$ cat config.mk
export PLATFORM = sky130hd
export DESIGN_NAME = ptr_table_reader
export DESIGN_NICKNAME = d
export VERILOG_FILES = /design/src/hw/ptr_pkg.sv /design/src/hw/ptr_phase_div.sv /design/src/hw/ptr_table_reader.sv
export SDC_FILE = /design/constraint.sdc
export NUM_CORES = 1
export LEC_CHECK = 0
export BUFFER_PORTS_ARGS = -buffer_cell sky130_fd_sc_hd__buf_4
export CORE_MARGIN = 1.5
export CORE_UTILIZATION = 36
export CTS_BUF_LIST = sky130_fd_sc_hd__clkbuf_16
export DETAILED_ROUTE_END_ITERATION = 12
export PLACE_DENSITY = 0.71
export SETUP_SLACK_MARGIN = 0.2
export SLEW_MARGIN = 20
export SYNTH_ARGS = -nofsm -noshare
export SYNTH_HDL_FRONTEND = slang
export SYNTH_SLANG_ARGS = --single-unit
$ cat constraint.sdc
create_clock -name clock -period 3.2 [get_ports clock]
set_input_delay 0 -clock clock [delete_from_list [all_inputs] [get_ports clock]]
set_output_delay 0 -clock clock [all_outputs]
set_load 0.02 [all_outputs]
$ cat src/hw/ptr_pkg.sv
// shared types and constants for the table read unit
package ptr_pkg;
    // program memory geometry
    localparam int PM_ADDR_W = 11;
    localparam int WORD_W = 16;
    localparam int BYTE_W = 8;
    localparam logic [PM_ADDR_W-1:0] LAST_PAGE_BASE = 11'h700;
    localparam int LAST_PAGE_HI_POS = 8;
    // data memory sector and address widths
    localparam int SECT_W = 3;
    localparam int DM_ADDR_W = 8;
    localparam logic [SECT_W-1:0] SECTOR_ZERO = 3'h0;
    // system clocks per instruction cycle (four phases)
    localparam int PHASES_PER_CYCLE = 4;
    localparam int PHASE_W = 2;
    localparam logic [PHASE_W-1:0] PHASE_LAST = 2'h3;
    localparam logic [PHASE_W-1:0] PHASE_RESET = 2'h0;
    // instruction cycles per table instruction
    localparam int TABLE_CYCLES = 2;
    // reset values
    localparam logic [BYTE_W-1:0] PTR_LOW_RESET = 8'h00;
    localparam logic [BYTE_W-1:0] PTR_HIGH_RESET = 8'h00;
    localparam logic [BYTE_W-1:0] HOLD_RESET = 8'h00;
    localparam logic [PM_ADDR_W-1:0] PM_ADDR_RESET = 11'h000;

    // table read variants
    typedef enum logic [1:0] {
        TABLE_READ_OP = 2'b00,
        TABLE_READ_LAST_PAGE_OP = 2'b01,
        EXTENDED_TABLE_READ_OP = 2'b10,
        EXTENDED_TABLE_READ_LAST_PAGE_OP = 2'b11
    } ptr_op_e;

    // request from instruction execution logic
    typedef struct packed {
        ptr_op_e op;
        logic [SECT_W-1:0] sector;
        logic [DM_ADDR_W-1:0] addr;
    } ptr_req_s;

    // write into data memory
    typedef struct packed {
        logic [SECT_W-1:0] sector;
        logic [DM_ADDR_W-1:0] addr;
        logic [BYTE_W-1:0] data;
    } ptr_dm_wr_s;
endpackage : ptr_pkg

$ cat src/hw/ptr_phase_div.sv
`timescale 1ns/10ps
// divides the system clock into instruction cycles
module ptr_phase_div (
    input wire logic clock,
    input wire logic rst,
    output logic cycle_en
);
    import ptr_pkg::*;

    logic [PHASE_W-1:0] phase;

    // free running phase counter
    always_ff @(posedge clock) begin
        if (rst) begin
            phase <= PHASE_RESET;
        end else begin
            phase <= phase + 2'h1;
        end
    end

    // one pulse on the last phase of each cycle
    assign cycle_en = (phase == PHASE_LAST);
endmodule : ptr_phase_div

$ cat src/hw/ptr_table_reader.sv
`timescale 1ns/10ps
// Notes on behaviour
// address from low and high pointers
// low word byte written to operand
// high word byte loads holding register
// ordinary forms sector 0, extended any sector
// every table instruction takes two cycles
// holding register readable and writable
// 2K words, last page at 0700H
// programming: one data line, external clock
// debug: one data line, clock input
// fetched word is sixteen bits
// fetch in cycle two, drop high bits
module ptr_table_reader (
    input wire logic clock,
    input wire logic rst,
    // table request from instruction execution
    input wire logic req_valid,
    input wire ptr_pkg::ptr_req_s req,
    output logic req_ready,
    output logic busy,
    output logic done,
    output logic cycle_en,
    // pointer and holding register access
    input wire logic ptr_low_we,
    input wire logic ptr_high_we,
    input wire logic hold_we,
    input wire logic [ptr_pkg::BYTE_W-1:0] sfr_wdata,
    output logic [ptr_pkg::BYTE_W-1:0] ptr_low,
    output logic [ptr_pkg::BYTE_W-1:0] ptr_high,
    output logic [ptr_pkg::BYTE_W-1:0] table_high_byte_hold,
    // program memory read port
    output logic pm_rd,
    output logic [ptr_pkg::PM_ADDR_W-1:0] pm_addr,
    input wire logic [ptr_pkg::WORD_W-1:0] pm_rdata,
    // data memory write port
    output logic dm_we,
    output ptr_pkg::ptr_dm_wr_s dm_wr,
    // serial programming and debug pins
    input wire logic in_circuit_programming,
    input wire logic onchip_debug_support,
    input wire logic prog_serial_data_line_in,
    output logic prog_serial_data_line_out,
    output logic prog_serial_data_line_oe,
    input wire logic prog_serial_clock_line,
    input wire logic debug_data_line_in,
    output logic debug_data_line_out,
    output logic debug_data_line_oe,
    input wire logic debug_clock_line
);
    import ptr_pkg::*;

    typedef enum logic [1:0] {
        ST_IDLE = 2'b00,
        ST_FIRST = 2'b01,
        ST_FETCH = 2'b10
    } ptr_state_e;

    ptr_state_e state;
    ptr_req_s held_req;
    logic [PM_ADDR_W-1:0] fetch_addr;
    logic [PM_ADDR_W-1:0] next_fetch_addr;
    logic [SECT_W-1:0] next_sector;
    logic data_due;
    logic take;
    logic serial_session;

    // instruction cycle enable
    ptr_phase_div u_phase_div (
        .clock(clock),
        .rst(rst),
        .cycle_en(cycle_en)
    );

    // no table read starts while a serial session owns memory
    assign serial_session = in_circuit_programming | onchip_debug_support;
    assign busy = (state != ST_IDLE);
    assign req_ready = (state == ST_IDLE) && !serial_session;
    // requests start on an instruction cycle boundary
    assign take = req_valid && req_ready && cycle_en;

    // full pointer address
    // pointer bits above 11 ignored
    // last page forms use 0700H
    always_comb begin
        next_fetch_addr = {ptr_high[PM_ADDR_W-BYTE_W-1:0], ptr_low};
        if (req.op == TABLE_READ_LAST_PAGE_OP ||
            req.op == EXTENDED_TABLE_READ_LAST_PAGE_OP) begin
            next_fetch_addr = {LAST_PAGE_BASE[PM_ADDR_W-1:LAST_PAGE_HI_POS],
                ptr_low};
        end
    end

    // ordinary forms forced to sector 0
    always_comb begin
        next_sector = req.sector;
        if (req.op == TABLE_READ_OP || req.op == TABLE_READ_LAST_PAGE_OP) begin
            next_sector = SECTOR_ZERO;
        end
    end

    // low table pointer
    always_ff @(posedge clock) begin
        if (rst) begin
            ptr_low <= PTR_LOW_RESET;
        end else if (ptr_low_we) begin
            ptr_low <= sfr_wdata;
        end
    end

    // high table pointer
    always_ff @(posedge clock) begin
        if (rst) begin
            ptr_high <= PTR_HIGH_RESET;
        end else if (ptr_high_we) begin
            ptr_high <= sfr_wdata;
        end
    end

    // two instruction cycles per table op
    always_ff @(posedge clock) begin
        if (rst) begin
            state <= ST_IDLE;
        end else begin
            case (state)
                ST_IDLE: begin
                    if (take) begin
                        state <= ST_FIRST;
                    end
                end
                ST_FIRST: begin
                    if (cycle_en) begin
                        state <= ST_FETCH;
                    end
                end
                ST_FETCH: begin
                    if (cycle_en) begin
                        state <= ST_IDLE;
                    end
                end
                default: begin
                    state <= ST_IDLE;
                end
            endcase
        end
    end

    // request capture at the start of cycle one
    always_ff @(posedge clock) begin
        if (rst) begin
            held_req <= '0;
            fetch_addr <= PM_ADDR_RESET;
        end else if (take) begin
            held_req.op <= req.op;
            held_req.sector <= next_sector;
            held_req.addr <= req.addr;
            fetch_addr <= next_fetch_addr;
        end
    end

    // memory read issued as cycle two opens
    always_ff @(posedge clock) begin
        if (rst) begin
            pm_rd <= 1'b0;
            pm_addr <= PM_ADDR_RESET;
        end else begin
            pm_rd <= (state == ST_FIRST) && cycle_en;
            if ((state == ST_FIRST) && cycle_en) begin
                pm_addr <= fetch_addr;
            end
        end
    end

    // memory answers one clock after the read strobe
    always_ff @(posedge clock) begin
        if (rst) begin
            data_due <= 1'b0;
        end else begin
            data_due <= pm_rd;
        end
    end

    // low byte to operand location
    // sixteen bit word split in two
    always_ff @(posedge clock) begin
        if (rst) begin
            dm_we <= 1'b0;
            dm_wr <= '0;
        end else begin
            dm_we <= data_due;
            if (data_due) begin
                dm_wr.sector <= held_req.sector;
                dm_wr.addr <= held_req.addr;
                dm_wr.data <= pm_rdata[BYTE_W-1:0];
            end
        end
    end

    // high byte overwrites holding register
    // software write restores a saved value
    always_ff @(posedge clock) begin
        if (rst) begin
            table_high_byte_hold <= HOLD_RESET;
        end else if (data_due) begin
            table_high_byte_hold <= pm_rdata[WORD_W-1:BYTE_W];
        end else if (hold_we) begin
            table_high_byte_hold <= sfr_wdata;
        end
    end

    // completion pulse at the end of cycle two
    always_ff @(posedge clock) begin
        if (rst) begin
            done <= 1'b0;
        end else begin
            done <= (state == ST_FETCH) && cycle_en;
        end
    end

    // programming data line left to the programmer
    // debug data line left to the debug tool
    // the serial protocols live elsewhere; this unit only
    // keeps off the shared lines and holds back table reads
    assign prog_serial_data_line_out = 1'b0;
    assign prog_serial_data_line_oe = 1'b0;
    assign debug_data_line_out = 1'b0;
    assign debug_data_line_oe = 1'b0;
endmodule : ptr_table_reader
=== After elaboration in Yosys (flattened, before gate mapping) ===
Index checks and enable logic that the tools add are counted.
W data, S select, Z words.

* Register bits: 84
* Bits in latches: 0
* Bits in writable memories: 0
* Bits in read-only memories: 0
* Bits of input ports: 49
* Output and inout port bits: 64
* Logic and storage cells: 47
* Memories kept: 0

* $add $sub $neg: 1
* Multipliers: 0
* Div/mod/pow operators: 0
* Order comparisons: 0
* Equality and inequality tests: 8
* Shift operators: 0
* Muxes and demuxes: 8
* Bitwise operators: 1
* Reduce and logical (&&, ||, !) cells: 13

{| class="wikitable"
|+ Operators with widths
! operator !! count
|-
| $mux W8 || 2
|-
| $mux W11 || 1
|-
| $eq A2 B2 Y1 const B || 3
|-
| $mux W2 || 3
|-
| $ne A2 B2 Y1 const B || 3
|-
| $pmux W2 S3 || 1
|-
| $logic_and A1 B1 Y1 || 5
|-
| $eq A2 B1 Y1 const B || 2
|-
| $logic_not A2 Y1 || 2
|-
| $reduce_bool A2 Y1 || 2
|-
| $mux W3 || 1
|-
| $reduce_and A3 Y1 || 1
|-
| $add A2 B1 Y2 const B || 1
|-
| $logic_or A1 B1 Y1 || 2
|-
| $logic_not A1 Y1 || 1
|-
| $or A1 B1 Y1 || 1
|}

=== Longest topological paths before layout ===
* Word-level depth: 7
* Depth in mapped cells: 6
* Depth with buffers taken out: 4

=== By module ===
Synthesis repeated with hierarchy kept, for this count alone.

* Cells, all modules: 324
* Area, all modules: 3201.8 µm²

{| class="wikitable"
|+ Modules (own cells, without submodules)
! module !! times used !! cells each !! area an instance (µm²) !! seq. area each (µm²)
|-
| ptr_table_reader || 1 || 319 || 3139.3 || 1641.6
|-
| ptr_phase_div || 1 || 5 || 62.6 || 40.0
|}

=== Worst setup path before layout ===
OpenSTA, ideal clock, no wires.

* Path type: register -> register
* From: register u_phase_div.phase[0]
* To: register fetch_addr[0]
* Library setup time: 0.071 ns
* Arrival time: 1.481 ns
* Data required time: 3.129 ns
* Setup slack: 1.648 ns
* Cell stages (with the launch flop): 7
* Path buffers: 2
* Period minus slack after synthesis: 1.552 ns
* Cell sequence: dfxtp_1 > ha_1 > and2_1 > clkbuf_1 > clkbuf_1 > nand3_1 > a21oi_1

* Longest elaborated chain between the ends: 2

{| class="wikitable"
|+ RTL lines
! what !! RTL line !! text
|-
| start: declaration || ptr_phase_div.sv:10 || <nowiki>logic [PHASE_W-1:0] phase;</nowiki>
|-
| start signal: assignment || ptr_phase_div.sv:17 || <nowiki>phase <= phase + 2'h1;</nowiki>
|-
| $eq A2 B2 Y1 || ptr_phase_div.sv:22 || <nowiki>assign cycle_en = (phase == PHASE_LAST);</nowiki>
|-
| via cycle_en || ptr_table_reader.sv:23 || <nowiki>output logic cycle_en,</nowiki>
|-
| $logic_and A1 B1 Y1 || ptr_table_reader.sv:80 || <nowiki>assign take = req_valid && req_ready && cycle_en;</nowiki>
|-
| end signal: assignment || ptr_table_reader.sv:157 || <nowiki>fetch_addr <= next_fetch_addr;</nowiki>
|-
| end: declaration || ptr_table_reader.sv:61 || <nowiki>logic [PM_ADDR_W-1:0] fetch_addr;</nowiki>
|}

The timed path passes the listed nets, and every way through them passes these cells.
A chain may end at the register's enable or synchronous reset.

=== Worst setup path after layout ===
* From: register u_phase_div.phase[0]
* To: register held_req[10] in the netlist's numbering

* Longest elaborated chain between the ends: 2

{| class="wikitable"
|+ RTL lines
! what !! RTL line !! text
|-
| $eq A2 B2 Y1 || ptr_phase_div.sv:22 ||
|-
| $logic_and A1 B1 Y1 || ptr_table_reader.sv:80 ||
|-
| end: declaration || ptr_table_reader.sv:60 || <nowiki>ptr_req_s held_req;</nowiki>
|}

Every way passes these cells.

==> impl_results.rst <==
.. list-table::
   :header-rows: 1

   * - Metric
     - Value
   * - CTS clock-pin slew for the worst setup and hold paths
     - 0.06 ns
   * - RSZ-0062 raised after global routing
     - no
   * - Highest fanout seen on the critical path
     - 23
   * - Post-CTS setup-driven buffer insertion count
     - 0
   * - Top metal layer carrying routed signals
     - met4
   * - Clk root buf
     - clkbuf_16
   * - Achievable clock frequency
     - 422 MHz
   * - Kind of start point of the critical path
     - flop
   * - Worst Hold Class
     - in -> reg
   * - Max Cap Viol
     - 0
   * - Headroom to the max-slew limit
     - 40.6%
   * - Part of the power in the clock network
     - 40.9%
   * - Final routed wire length divided by cell count
     - 14.5 um
   * - Sequential element share of the synthesized area
     - 52.5%
   * - Post-route ant nets
     - 0
   * - Final RePlAce weighted congestion
     - 0.759
   * - Tightest hold margin
     - 0.0415 ns
   * - Latest clock arrival within the worst-skew pair
     - 0.33 ns
   * - Die Outline Area
     - 0.00947 mm2
   * - Antenna violations before repair
     - 0
   * - Global Route Usage Sum
     - 17.0%
   * - Count of input and output buffers
     - 104
   * - Signed area change from the synthesized netlist to the final layout
     - 42.4%
   * - Number of storage elements in the synthesis netlist
     - 84
   * - Global route overflow
     - 0
   * - Number of distinct library cells after synthesis
     - 29
   * - Lkg Pwr
     - 0.00197 uW
   * - Ys Warns
     - 0
   * - Clock tree from TritonCTS
     - done
   * - Number of buffers inserted during clock tree synthesis
     - 9
   * - Post-DP HPWL
     - 5040 um
   * - Flop-to-flop setup slack
     - 0.83 ns
   * - Vias post-DR
     - 2685
   * - Layout cells sized above 1
     - 29.0%
   * - Met2 Routed Length
     - 3890 um
   * - Sequential share of power
     - 48.9%
   * - Area of the placeable core
     - 0.00868 mm2
   * - Power density over cell area
     - 485 mW/mm2
   * - Vias in the first global route
     - 2672
   * - Number of clock sinks seen by CTS
     - 84
   * - Multiplexer fraction of the synthesized cell area
     - 19.7%
   * - End of the worst hold path
     - ptr_low[3]$_SDFFE_PP0P_
   * - Number of ports placed on the die boundary
     - 113
   * - Number of buffers on the longest clock path
     - 2
   * - H-tree depth reported by CTS
     - 3
   * - ANT cells
     - 0
   * - Drt initial violations
     - 102
   * - Biggest area contributors in the synthesized netlist
     - dfxtp_1 (53%), mux2i_1 (17%), nor2_1 (7.0%), a21oi_1 (3.8%), buf_4 (2.8%)
   * - Starting density of the core
     - 36.9%
   * - Compound-Gate Fraction of Synth Area
     - 7.42%
   * - Minimum period implied by the final worst setup slack
     - 2.37 ns
   * - Average vias per placed instance
     - 4.83
   * - Post-Syn Area
     - 0.00320 mm2
   * - Path depth of the worst reg2reg path
     - 5
   * - Final wirelength
     - 8080 um
   * - Post-Route Skew
     - 0.00682 ns
   * - Met3 routed WL
     - 357 um
   * - CP Data Required Time
     - 3.45 ns
   * - XOR/XNOR Fraction of Synth Area
     - 0%
   * - Type of the worst setup path
     - reg -> reg
   * - Area fraction of the dominant cell type after synthesis
     - 52.5%
   * - First-pass GRT wire length
     - 13000 um
   * - Setup TNS Final
     - 0 ns
   * - Most common cell after layout, fill and taps aside
     - buf_4
   * - Number of search-and-repair iterations in the first detailed-routing pass
     - 5
   * - Launch point of the worst reg-to-reg path
     - u_phase_div.phase[0]$_SDFF_PP0_
   * - Sw Pwr
     - 515 uW
   * - Final critical-path share of the clock period
     - 74.0%
   * - Design internal power
     - 1700 uW
   * - Mean area per synthesized cell
     - 9.88 um2
   * - Leading area contributor after synthesis
     - dfxtp_1
   * - Crit path capture type
     - flop
   * - Maximum number of pins on one net before global-route repair
     - 85
   * - Adder-cell share of the synthesized area
     - 0.391%
   * - Combinational family with the most area after synthesis
     - multiplexers
   * - Die extent in y
     - 97.3 um
   * - Number of gates given a new drive strength after cts
     - 0
   * - Hold_sp
     - ptr_low_we
   * - Number of instances on the worst hold path
     - 3
   * - Crit Reg-Reg Endpoint
     - held_req[10]$_SDFFE_PP0P_
   * - Status
     - complete, no violations
   * - Fillers
     - 781
   * - Wire length on met1
     - 3630 um
   * - Data arrival time of the worst path
     - 2.62 ns
   * - Total Nets Final
     - 493
   * - Worst slew pin tran
     - 0.891 ns
   * - Die Width
     - 97.3 um
   * - Gate power share
     - 10.2%
   * - Worst VDD drop
     - 0.219 mV
   * - Commonest non-fill, non-tap cells in the layout
     - buf_4 (104), dfxtp_1 (83), nor2_1 (60)
   * - Switching Fraction
     - 23.3%
   * - Final Hold Vio Count
     - 0
   * - Syn Inst Count
     - 324
   * - Number of max-slew violations in the final report
     - 0
   * - Number of setup violations in the final report
     - 0
   * - Residual DRC
     - 0
   * - Simple logic cell fraction of the synthesized area
     - 13.0%
   * - Num rows
     - 34
-- cell families after synthesis --
group	Yosys count
other	1
muxes	62
AOI/OAI and AO/OA	46
and+or+nand+nor	92
DFF	84
buffers and inverters	38
adders and majority gates	1
-- through the flow --
| step | setup WS (ns) | area (um2) | util (%) | total power [uW] | std cells |
|---|---|---|---|---|---|
| floorplan | 1.65 | 3210 | - | 1220 | 327 |
| global placement | 1.43 | 3920 | 45.2 | 1290 | 502 |
| detailed placement | 1.36 | 3920 | 45.2 | 1290 | 502 |
| CTS | 0.894 | 4560 | 52.5 | 2230 | 556 |
| global route | 0.653 | 4560 | 52.5 | 2300 | 556 |
| finish | 0.833 | 4560 | 52.5 | 2210 | 556 |
-- layer usage --
metal | vias up | GRT usage, %
met4 | 0 | 7.91
li1 | 1324 | -
met1 | 1260 | 20.3
met2 | 84 | 28.9
met3 | 17 | 4.17
met5 | - | 0
-- layout make-up --
| type | instances | area, um2 | share of cell area (%) |
|---|---|---|---|
| repair buffers | 142 | 1160 | 25.5 |
| flip-flops and latches | 84 | 1680 | 36.9 |
| well taps | 108 | 135 | 2.96 |
| multi-input cells | 205 | 1310 | 28.8 |
| clock inverters | 7 | 33.8 | 0.741 |
| clock buffers | 9 | 225 | 4.94 |
| inverters | 1 | 8.76 | 0.192 |
-- flip-flops by register name (all words and copies together) (netlist names) --
register,count
data_due,1
dm_we,1
dm_wr,19
done,1
fetch_addr,11
held_req,11
pm_addr,11
pm_rd,1
ptr_high,8
ptr_low,8
state,2
table_high_byte_hold,8
u_phase_div.phase,2
-- timing repair --
item                                   CTS  global route
endpoints found under the hold margin   45             0
setup endpoints to repair                0             0
hold buffers                            38             0
-- worst max path at each step --
stage / endpoint / cells after the start / slack [ns] / from
after floorplan: fetch_addr[0]$_SDFFE_PP0P_ / 6 / 1.65 / u_phase_div.phase[0]$_SDFF_PP0_
after global placement: fetch_addr[9]$_SDFFE_PP0P_ / 4 / 1.43 / u_phase_div.phase[0]$_SDFF_PP0_
after detailed placement: fetch_addr[9]$_SDFFE_PP0P_ / 4 / 1.36 / u_phase_div.phase[0]$_SDFF_PP0_
after CTS: held_req[10]$_SDFFE_PP0P_ / 5 / 0.89 / u_phase_div.phase[0]$_SDFF_PP0_
after global routing: held_req[8]$_SDFFE_PP0P_ / 5 / 0.65 / u_phase_div.phase[0]$_SDFF_PP0_
final: held_req[10]$_SDFFE_PP0P_ / 5 / 0.83 / u_phase_div.phase[0]$_SDFF_PP0_
-- synthesized netlist by cell type --
library cell / instances
a211oi_1: 3
a21oi_1: 24
and2_1: 1
buf_1: 1
buf_2: 6
buf_4: 12
buf_6: 1
buf_8: 1
clkbuf_1: 15
clkbuf_2: 1
clkinv_4: 1
conb_1: 1
dfxtp_1: 84
ha_1: 1
mux2_2: 8
mux2i_1: 54
nand2_1: 2
nand3_1: 16
nand3b_1: 1
nand4_1: 3
nor2_1: 60
nor2_2: 1
nor2b_1: 3
nor3b_1: 1
nor4bb_1: 2
o21ai_0: 15
o21ai_1: 4
or2_2: 1
or4_4: 1
-- power by group through the flow --
stage | registers (uW) | logic [uW] | clock network [uW]
finish | 1080 | 225 | 903
global placement | 1100 | 186 | 0
detailed placement | 1100 | 188 | 0
CTS | 1080 | 224 | 929
floorplan | 1120 | 101 | 0
global route | 1080 | 242 | 969
-- worst max-delay path, cell delays in order (launching register included) --
cell and delay, ns:
dfxtp_1 0.33, ha_1 0.28, and2_1 0.76, nand4_1 0.19
dlygate4sd3_1 0.59, a21oi_1 0.14
Note: power is estimated with default switching activity, not from simulation.
